==> config.mk <==
export PLATFORM = sky130hd
export DESIGN_NAME = pwd_top
export DESIGN_NICKNAME = d
export VERILOG_FILES = /design/src/design/pwd_top.v /design/src/design/pwd_counter.v
export VERILOG_INCLUDE_DIRS = /design/src /design/src/include
export SDC_FILE = /design/constraint.sdc
export NUM_CORES = 1
export LEC_CHECK = 0
export BUFFER_PORTS_ARGS = -buffer_cell sky130_fd_sc_hd__buf_2
export CAP_MARGIN = 20
export CORE_UTILIZATION = 55
export CTS_CLUSTER_DIAMETER = 200
export DETAILED_ROUTE_END_ITERATION = 10
export HOLD_SLACK_MARGIN = 0.1
export PLACE_DENSITY_LB_ADDON = 0.3
export SYNTH_ARGS = -nofsm -noshare
export SYNTH_HDL_FRONTEND = slang
export SYNTH_SLANG_ARGS = --single-unit
export TNS_END_PERCENT = 10
==> constraint.sdc <==
create_clock -name clk -period 5.5 [get_ports clk]
set_input_delay 0.275 -clock clk [delete_from_list [all_inputs] [get_ports clk]]
set_output_delay 0.275 -clock clk [all_outputs]
set_load 0.05 [all_outputs]
==> src/include/pwd_defs.vh <==
`ifndef PWD_DEFS_VH
`define PWD_DEFS_VH

// Register offsets on the special function register port
`define PWD_ADDR_CLOCK_TIMEOUT 8'h8E
`define PWD_ADDR_CONTROL 8'hD8
`define PWD_ADDR_INT_STATUS 8'hF0
`define PWD_ADDR_INT_MASK 8'hF1

// Reset values
`define PWD_RST_CLOCK_TIMEOUT 8'hC7
`define PWD_RST_CONTROL 8'h02
`define PWD_RST_INT_STATUS 2'h0
`define PWD_RST_INT_MASK 2'h0
`define PWD_RST_TIMEOUT_SEL 3'h7
`define PWD_RST_DIVISORS 3'h0

// Watchdog control and status field positions
`define PWD_CTL_EXPIRY_FLAG 3
`define PWD_CTL_RESET_FLAG 2
`define PWD_CTL_RESET_ENABLE 1
`define PWD_CTL_RESTART 0

// Clock and timeout control field positions
`define PWD_CK_SEL_BIT1 7
`define PWD_CK_SEL_BIT0 6
`define PWD_CK_DIV_HI 5
`define PWD_CK_DIV_LO 3
`define PWD_CK_SEL_BIT2 2
`define PWD_CK_RSVD_VALUE 2'h3

// Interrupt status and mask field positions
`define PWD_INT_EXPIRY 0
`define PWD_INT_REFUSED 1

// Expiry counts per timeout select code
`define PWD_LIMIT_0 131072
`define PWD_LIMIT_1 1048576
`define PWD_LIMIT_2 8388608
`define PWD_LIMIT_3 67108864
`define PWD_LIMIT_4 134217728
`define PWD_LIMIT_5 268435456
`define PWD_LIMIT_6 536870912
`define PWD_LIMIT_7 1073741824

// Cycles after reset release before the reset cause is caught
`define PWD_CAUSE_SETTLE 2'h3

`endif

==> src/design/pwd_top.v <==
// Added by the designer: the address-and-strobe port.
`timescale 1ns/1ps
`default_nettype none
`include "pwd_defs.vh"

module pwd_top #(
   parameter COUNT_W = 30,
   parameter LIMIT_0 = `PWD_LIMIT_0,
   parameter LIMIT_1 = `PWD_LIMIT_1,
   parameter LIMIT_2 = `PWD_LIMIT_2,
   parameter LIMIT_3 = `PWD_LIMIT_3,
   parameter LIMIT_4 = `PWD_LIMIT_4,
   parameter LIMIT_5 = `PWD_LIMIT_5,
   parameter LIMIT_6 = `PWD_LIMIT_6,
   parameter LIMIT_7 = `PWD_LIMIT_7
) (
   input wire clk,
   input wire rst_n,
   input wire ce,
   // Register port
   input wire [7:0] addr,
   input wire [7:0] wdata,
   input wire wr,
   input wire rd,
   output reg [7:0] rdata,
   // Shared protection and interrupt controller inputs
   input wire timed_access_guard,
   input wire watchdog_interrupt_enable,
   // CPU power state, high while idle or stopped
   input wire cpu_halted,
   // Reset controller level, high when last reset was the watchdog
   input wire wdt_reset_cause,
   // Requests toward the system
   output reg wdt_irq_req,
   output reg sys_reset_req,
   output reg irq,
   // Timer divisor bits kept here for the timer blocks
   output reg [2:0] timer_divisor_select
);

   // Watchdog control and status storage
   // Set by every expiry, cleared only by software
   reg expiry_flag;
   // Remembers that the last reset came from this watchdog
   reg watchdog_reset_flag;
   // High lets an expiry request a system reset
   reg reset_enable;

   // Timeout select code, bit 2 down to bit 0
   reg [2:0] timeout_select;

   // Interrupt status, sticky, write one to clear
   reg [1:0] int_status;
   // Interrupt mask, same layout as the status
   reg [1:0] int_mask;

   // Reset cause synchroniser, first stage
   reg cause_meta;
   // Reset cause synchroniser, second stage
   reg cause_sync;
   // Edges since reset release
   reg [1:0] settle_count;
   // High once the cause has been looked at
   reg cause_taken;

   // One cycle pulse from the counter at the terminal value
   wire expire;
   // Terminal count for the selected code
   wire [COUNT_W-1:0] terminal;

   // Decoded write strobes, one per register
   wire wr_ctl;
   wire wr_ck;
   wire wr_stat;
   wire wr_mask;

   // Restart write seen on the port
   wire restart_hit;
   // Restart write with the guard open
   wire restart_ok;
   // Restart write with the guard shut
   wire restart_refused;

   // Next read data, registered on a read strobe
   reg [7:0] next_rdata;

   // Terminal count for a select code, one below the expiry count
   function [COUNT_W-1:0] limit_of;
      input [2:0] sel;
      reg [31:0] lim;
      begin
         lim = 32'h0000_0000;
         // Codes 0 to 7, longer periods as the code rises
         case (sel)
            3'h0: lim = LIMIT_0;
            3'h1: lim = LIMIT_1;
            3'h2: lim = LIMIT_2;
            3'h3: lim = LIMIT_3;
            3'h4: lim = LIMIT_4;
            3'h5: lim = LIMIT_5;
            3'h6: lim = LIMIT_6;
            default: lim = LIMIT_7;
         endcase
         // Counter runs from zero, so the terminal is one below the count
         // A full 2^30 count truncates to zero and wraps to all ones here,
         // which still gives the right period without a wider counter
         limit_of = lim[COUNT_W-1:0] - {{(COUNT_W-1){1'b0}}, 1'b1};
      end
   endfunction

   // Address compare, used for every write decode
   // The strobe is an argument so the decode follows it as well as the address
   function is_write;
      input w;
      input [7:0] a;
      input [7:0] target;
      begin
         is_write = w && (a == target);
      end
   endfunction

   // One strobe per register, unmapped writes fall through
   assign wr_ctl = is_write(wr, addr, `PWD_ADDR_CONTROL);
   assign wr_ck = is_write(wr, addr, `PWD_ADDR_CLOCK_TIMEOUT);
   assign wr_stat = is_write(wr, addr, `PWD_ADDR_INT_STATUS);
   assign wr_mask = is_write(wr, addr, `PWD_ADDR_INT_MASK);

   // Restart decode, only bit 0 is guarded
   // restart on a written one
   assign restart_hit = wr_ctl && wdata[`PWD_CTL_RESTART];
   assign restart_ok = restart_hit && timed_access_guard;
   assign restart_refused = restart_hit && !timed_access_guard;

   // select to count mapping
   // Terminal follows the select at once, the counter compares with >=
   assign terminal = limit_of(timeout_select);

   // halted CPU stops the count
   // Restart clears even while halted, so a restart is never lost
   pwd_counter #(
      .COUNT_W(COUNT_W)
   ) u_counter (
      .clk(clk),
      .rst_n(rst_n),
      .ce(ce),
      .run(!cpu_halted),
      .clear(restart_ok),
      .terminal(terminal),
      .expire(expire)
   );

   // Reset cause crosses in from the reset controller
   // Only the second stage feeds the catch logic
   // Reset clears both stages, so a stale cause cannot leak through
   always @(posedge clk or negedge rst_n) begin
      if (!rst_n) begin
         cause_meta <= 1'b0;
         cause_sync <= 1'b0;
      end else if (ce) begin
         cause_meta <= wdt_reset_cause;
         cause_sync <= cause_meta;
      end
   end

   // Wait for the synchroniser to fill before catching the cause
   // Counts 0 to 3 once after each release, then parks
   always @(posedge clk or negedge rst_n) begin
      if (!rst_n) begin
         settle_count <= 2'h0;
         cause_taken <= 1'b0;
      end else if (ce) begin
         if (settle_count != `PWD_CAUSE_SETTLE) begin
            settle_count <= settle_count + 2'h1;
         end else begin
            // Cause looked at once, later changes are ignored
            cause_taken <= 1'b1;
         end
      end
   end

   // Watchdog control and status register
   always @(posedge clk or negedge rst_n) begin
      if (!rst_n) begin
         // reads 0x02 after reset
         // Expiry flag starts clear
         expiry_flag <= 1'b0;
         watchdog_reset_flag <= 1'b0;
         // Reset function on by default
         reset_enable <= 1'b1;
      end else if (ce) begin
         if (expire) begin
            expiry_flag <= 1'b1;
         end else if (wr_ctl) begin
            // only a software write clears it
            expiry_flag <= wdata[`PWD_CTL_EXPIRY_FLAG];
         end
         // caught once after a watchdog reset
         if (settle_count == `PWD_CAUSE_SETTLE && !cause_taken && cause_sync) begin
            watchdog_reset_flag <= 1'b1;
         end else if (wr_ctl) begin
            watchdog_reset_flag <= wdata[`PWD_CTL_RESET_FLAG];
         end
         // written with no unlock
         // Flag bits above are plain writes as well
         if (wr_ctl) begin
            reset_enable <= wdata[`PWD_CTL_RESET_ENABLE];
         end
      end
   end

   // Clock and timeout control register
   // Divisor bits are only stored here for the timer blocks
   always @(posedge clk or negedge rst_n) begin
      if (!rst_n) begin
         // Longest timeout, divisors off
         timeout_select <= `PWD_RST_TIMEOUT_SEL;
         timer_divisor_select <= `PWD_RST_DIVISORS;
      end else if (ce) begin
         if (wr_ck) begin
            timeout_select <= {wdata[`PWD_CK_SEL_BIT2], wdata[`PWD_CK_SEL_BIT1], wdata[`PWD_CK_SEL_BIT0]};
            timer_divisor_select <= wdata[`PWD_CK_DIV_HI:`PWD_CK_DIV_LO];
         end
      end
   end

   // Sticky interrupt status, write one to clear, set beats clear
   always @(posedge clk or negedge rst_n) begin
      if (!rst_n) begin
         int_status <= `PWD_RST_INT_STATUS;
         int_mask <= `PWD_RST_INT_MASK;
      end else if (ce) begin
         // Expiry event, a clear in the same cycle loses
         if (expire) begin
            int_status[`PWD_INT_EXPIRY] <= 1'b1;
         end else if (wr_stat && wdata[`PWD_INT_EXPIRY]) begin
            int_status[`PWD_INT_EXPIRY] <= 1'b0;
         end
         // refused restart is logged, a clear in the same cycle loses
         if (restart_refused) begin
            int_status[`PWD_INT_REFUSED] <= 1'b1;
         end else if (wr_stat && wdata[`PWD_INT_REFUSED]) begin
            int_status[`PWD_INT_REFUSED] <= 1'b0;
         end
         // Mask is plain read and write
         if (wr_mask) begin
            int_mask <= wdata[1:0];
         end
      end
   end

   // Requests toward the system, all registered
   always @(posedge clk or negedge rst_n) begin
      if (!rst_n) begin
         wdt_irq_req <= 1'b0;
         sys_reset_req <= 1'b0;
         irq <= 1'b0;
      end else if (ce) begin
         // gated by the interrupt enable
         // The pulse term saves a cycle of lag behind the flag
         wdt_irq_req <= (expiry_flag || expire) && watchdog_interrupt_enable;
         // reset only when enabled; held until reset arrives
         // Sticky: only rst_n takes the request back down
         if (expire && reset_enable) begin
            sys_reset_req <= 1'b1;
         end
         // Interrupt line, one cycle behind the status
         irq <= |(int_status & int_mask);
      end
   end

   // Read data mux, unmapped addresses read zero
   always @* begin
      next_rdata = 8'h00;
      case (addr)
         `PWD_ADDR_CONTROL: begin
            next_rdata[`PWD_CTL_EXPIRY_FLAG] = expiry_flag;
            next_rdata[`PWD_CTL_RESET_FLAG] = watchdog_reset_flag;
            next_rdata[`PWD_CTL_RESET_ENABLE] = reset_enable;
         end
         `PWD_ADDR_CLOCK_TIMEOUT: begin
            // Select bits 7 and 6, then divisors, then select bit 2
            next_rdata[`PWD_CK_SEL_BIT1] = timeout_select[1];
            next_rdata[`PWD_CK_SEL_BIT0] = timeout_select[0];
            next_rdata[`PWD_CK_DIV_HI:`PWD_CK_DIV_LO] = timer_divisor_select;
            next_rdata[`PWD_CK_SEL_BIT2] = timeout_select[2];
            // Low bits are not ours but read as their reset value
            next_rdata[1:0] = `PWD_CK_RSVD_VALUE;
         end
         `PWD_ADDR_INT_STATUS: begin
            // Only two events are defined
            next_rdata[1:0] = int_status;
         end
         `PWD_ADDR_INT_MASK: begin
            // Mask reads back as written
            next_rdata[1:0] = int_mask;
         end
         default: begin
            // Unmapped addresses
            next_rdata = 8'h00;
         end
      endcase
   end

   // Read data stand only in the cycle after the strobe
   // Zero between reads lets the core OR several read paths together
   always @(posedge clk or negedge rst_n) begin
      if (!rst_n) begin
         rdata <= 8'h00;
      end else if (ce) begin
         if (rd) begin
            rdata <= next_rdata;
         end else begin
            rdata <= 8'h00;
         end
      end
   end

endmodule

`default_nettype wire

==> src/design/pwd_counter.v <==
`timescale 1ns/1ps
`default_nettype none

// Free running watchdog counter with a programmable terminal value
module pwd_counter #(
   parameter COUNT_W = 30
) (
   input wire clk,
   input wire rst_n,
   input wire ce,
   input wire run,
   input wire clear,
   input wire [COUNT_W-1:0] terminal,
   output reg expire
);

   // Current count
   reg [COUNT_W-1:0] count;

   // Count, restart on clear, wrap and pulse at the terminal value
   always @(posedge clk or negedge rst_n) begin
      if (!rst_n) begin
         count <= {COUNT_W{1'b0}};
         expire <= 1'b0;
      end else if (ce) begin
         expire <= 1'b0;
         if (clear) begin
            // Restart wins over counting in the same cycle
            count <= {COUNT_W{1'b0}};
         end else if (run) begin
            if (count >= terminal) begin
               // Compare with >= so a shortened select takes effect at once
               count <= {COUNT_W{1'b0}};
               expire <= 1'b1;
            end else begin
               count <= count + {{(COUNT_W-1){1'b0}}, 1'b1};
            end
         end
      end
   end

endmodule

`default_nettype wire

==> summary.md <==
| Metric | Value |
|---|---|
| Period Utilization, post-route | `0.638` |
| Syn Inst Count | `313` |
| Die width | `79.2 µm` |
| Post-Synth Adder-Cell Area | `0.0649` |
| Hold WC Path Type | `primary input to register` |
| CP max FO | `10` |
| Critical path required time | `5.77 ns` |
| Clock slew at reported path FFs | `0.08 ns` |
| Final hold violation count | `0` |
| Dominant cell type by area after synthesis | `dfrtp_1` |
| Worst slew pin tran | `0.769 ns` |
| Vias in the first global route | `2642` |
| Sequential Power Share | `0.481` |
| Nets | `403` |
| Number of synthesized flops with an enable pin | `0` |
| Final Core Density | `0.669` |
| Total GRT Usage | `0.252` |
| Xor and xnor area share after synthesis | `0.0561` |
| CTS tree | `yes` |
| # rows | `27` |
| Startpoint types | `register` |
| DIE HEIGHT | `79.2 µm` |
| Critical Path AT | `3.78 ns` |
| Total CTS buffers | `9` |
| Syn Std Cell Area | `0.00328 mm²` |
| NetSw | `0.000302 W` |
| Die area | `0.00628 mm²` |
| Max-slew headroom | `0.483` |
| Number of gates resized after cts | `0` |
| Yosys cell types | `48` |
| Global-route layer with the greatest usage | `met2` |
| Drt pass-1 iters | `4` |
| Detailed Route WL | `7.02 mm` |
| Port-buffer cells | `38` |
| Clock power share | `0.382` |
| Total gr overflow | `0` |
| Int Power | `0.000773 W` |
| Unrepaired setup endpoints after global routing | `false` |
| CTS max path bufs | `2` |
| Cell area power density | `285 mW/mm²` |
| Met3 Resource Use GR | `0.0782` |
| Root buffer cell | `clkbuf_8` |
| DR vias | `2589` |
| Routability-driven placement congestion ratio | `0.891` |
| Average size of a mapped cell | `10.5 µm²` |
| Largest net degree at the start of global routing | `61` |
| Largest family of logic cells by synthesized area | `simple AND/OR/NAND/NOR gates` |
| Detailed-route wire length per cell | `16.0 µm` |
| CORE AREA | `0.00564 mm²` |
| Layout cells sized above 1 | `0.230` |
| I/O Pins | `39` |
| Starting Density | `0.581` |
| Met2 Track Usage GR | `0.403` |
| GR Util met1 | `0.318` |
| Endpoint class of the critical path | `register` |
| Yosys top cell area share | `0.427` |
| Area share of and/or/nand/nor cells after synthesis | `0.206` |
| Final setup TNS | `0 ns` |
| Most frequent cells in the layout | `dfrtp_1 (56), buf_2 (38), nor2_1 (33)` |
| Syn. warnings | `0` |
| Iter 0 DRT Violations | `107` |
| Max-Cap Viols | `0` |
| Clock Latency Late Sink | `0.34 ns` |
| Synth Area in Compound Gates | `0.134` |
| Post-synthesis mux area share | `0.0568` |
| Dominant cells by area after synthesis | `dfrtp_1 (43%), ha_1 (6.5%), xor2_1 (4.8%)` |
| Final Max Slew Viols | `0` |
| Switching Fraction | `0.281` |
| Ys flop type | `dfrtp_1` |
| Fillers | `451` |
| Post-synthesis sequential area ratio | `0.459` |
| Syn Nets | `355` |
| Initial antenna violation count | `0` |
| H-tree depth | `3` |
| ANT cells | `0` |
| Ys async rst share | `1.00` |
| First-pass GRT wire length | `12.1 mm` |
| Most common cell after layout, fill and taps aside | `dfrtp_1` |
| Fmax | `0.285 GHz` |
| Setup CP Type | `register to register` |
| Setup violators final | `0` |
| Vias/cell | `5.91` |
| Power Total | `0.00108 W` |
| Hpwl dp | `4.93 mm` |
| Maximum VDD drop | `277 µV` |
| Dpl cell area | `0.00355 mm²` |
| Clock sinks | `60` |
| DRT antenna net count | `0` |
| Leakage dissipation | `1.79 nW` |
| Area Overhead vs Synth | `15.0%` |
| Yosys reg bits | `60` |
| Status | `finished clean` |
| Crit path time final | `3.51 ns` |
| Finished Cell Area | `0.00377 mm²` |
| Clock skew | `0.0109 ns` |
| Post-route DRC | `0` |
| Comb power frac | `0.137` |
what timing repair did:
| action | CTS | global route |
|---|---|---|
| setup buffers | 0 | 0 |
| setup endpoints to repair | 0 | 0 |
| hold endpoints to repair | 11 | 0 |
| hold buffers | 1 | 0 |
logic make-up (layout without fill, tap and decap cells):
group           Yosys count  in the layout
xor+xnor                 21             21
flops                    60             60
compound gates           55             55
simple gates            125            125
mux                      17             17
fa+ha+maj                17             17
buf+inv                  18             71
per-layer routing:
metal | up-vias | share of wire
met5 | - | 0
met2 | 68 | 0.48
met1 | 1251 | 0.47
met4 | 0 | 0.013
met3 | 9 | 0.041
li1 | 1261 | -
worst max-delay path, cell delays in order, from the launching register on:
cell	delay [ns]
dfstp_2	0.61
inv_1	0.10
nand2_1	0.09
ha_1	0.26
xor2_1	0.20
nor2_1	0.07
a21oi_1	0.16
ha_1	0.27
nand4_1	0.18
inv_1	0.06
a221oi_1	0.37
nand2_1	0.26
nor3_2	0.53
mux2_2	0.27
synth_stat cells (all sizes together) (2+ instances only):
cell	n
inv	13
nor2	33
buf	3
o21ai	4
nor4	3
a31oi	4
and2	3
nand4b	3
nand2	28
ha	17
xnor2	3
mux2	13
o2bb2ai	11
dfstp	4
and4bb	2
a221oi	2
nor3	5
dfrtp	56
and4	4
or4bb	2
mux2i	4
nand4	12
a22o	7
xor2	18
nand3	14
a21oi	8
nor2b	5
a32o	2
a31o	2
a22oi	3
o31ai	6
and3	9
sequential cells by signal (all words and copies together) (netlist names):
signal and cells:
u_counter.expire 1, irq 1, cause_taken 1, reset_enable 1, int_mask 2, u_counter.count 30, int_status 2, cause_meta 1
cause_sync 1, sys_reset_req 1, timeout_select 3, settle_count 2, rdata 8, wdt_irq_req 1, watchdog_reset_flag 1, expiry_flag 1
timer_divisor_select 3
final cells by class:
type	instances	area, µm²	share of cell area
Clock buffer	10	138	0.0365
Clock inverter	6	72.6	0.0192
Inverter	14	52.6	0.0139
Multi-Input combinational cell	235	1700	0.450
Sequential cell	60	1510	0.399
Tap cell	72	90.1	0.0239
Timing Repair Buffer	41	215	0.0570
worst paths after layout:
check	startpoint	to	slack (ns)	cells past startpoint
max	timeout_select[0]	u_counter.count[0]	1.99	13
min	wdata[5]	timer_divisor_select[2]	0.16	2
max reg2reg	timeout_select[0]	u_counter.count[0]	1.99	13
min reg2reg	cause_taken	cause_taken	0.46	1
max in group asynchronous	rst_n	u_counter.count[2]	4.37	3
min in group asynchronous	rst_n	rdata[5]	0.60	3
stage by stage:
step	hold slack [ns]	setup WS [ns]	cells
floorplan	-0.0206	2.62	313
global placement	0.429	2.29	421
detailed placement	0.436	2.11	421
CTS	0.145	1.98	438
global route	0.132	1.70	438
finish	0.162	1.99	438
power by group through the flow:
| stage | clock network [W] | registers [W] | logic [W] |
|---|---|---|---|
| after floorplan | 0 | 0.000525 | 0.0000917 |
| after global placement | 0 | 0.000522 | 0.000138 |
| after detailed placement | 0 | 0.000524 | 0.000147 |
| after CTS | 0.000420 | 0.000517 | 0.000149 |
| after global routing | 0.000444 | 0.000522 | 0.000166 |
| final | 0.000411 | 0.000517 | 0.000147 |
(Power assumes the default switching activity.)
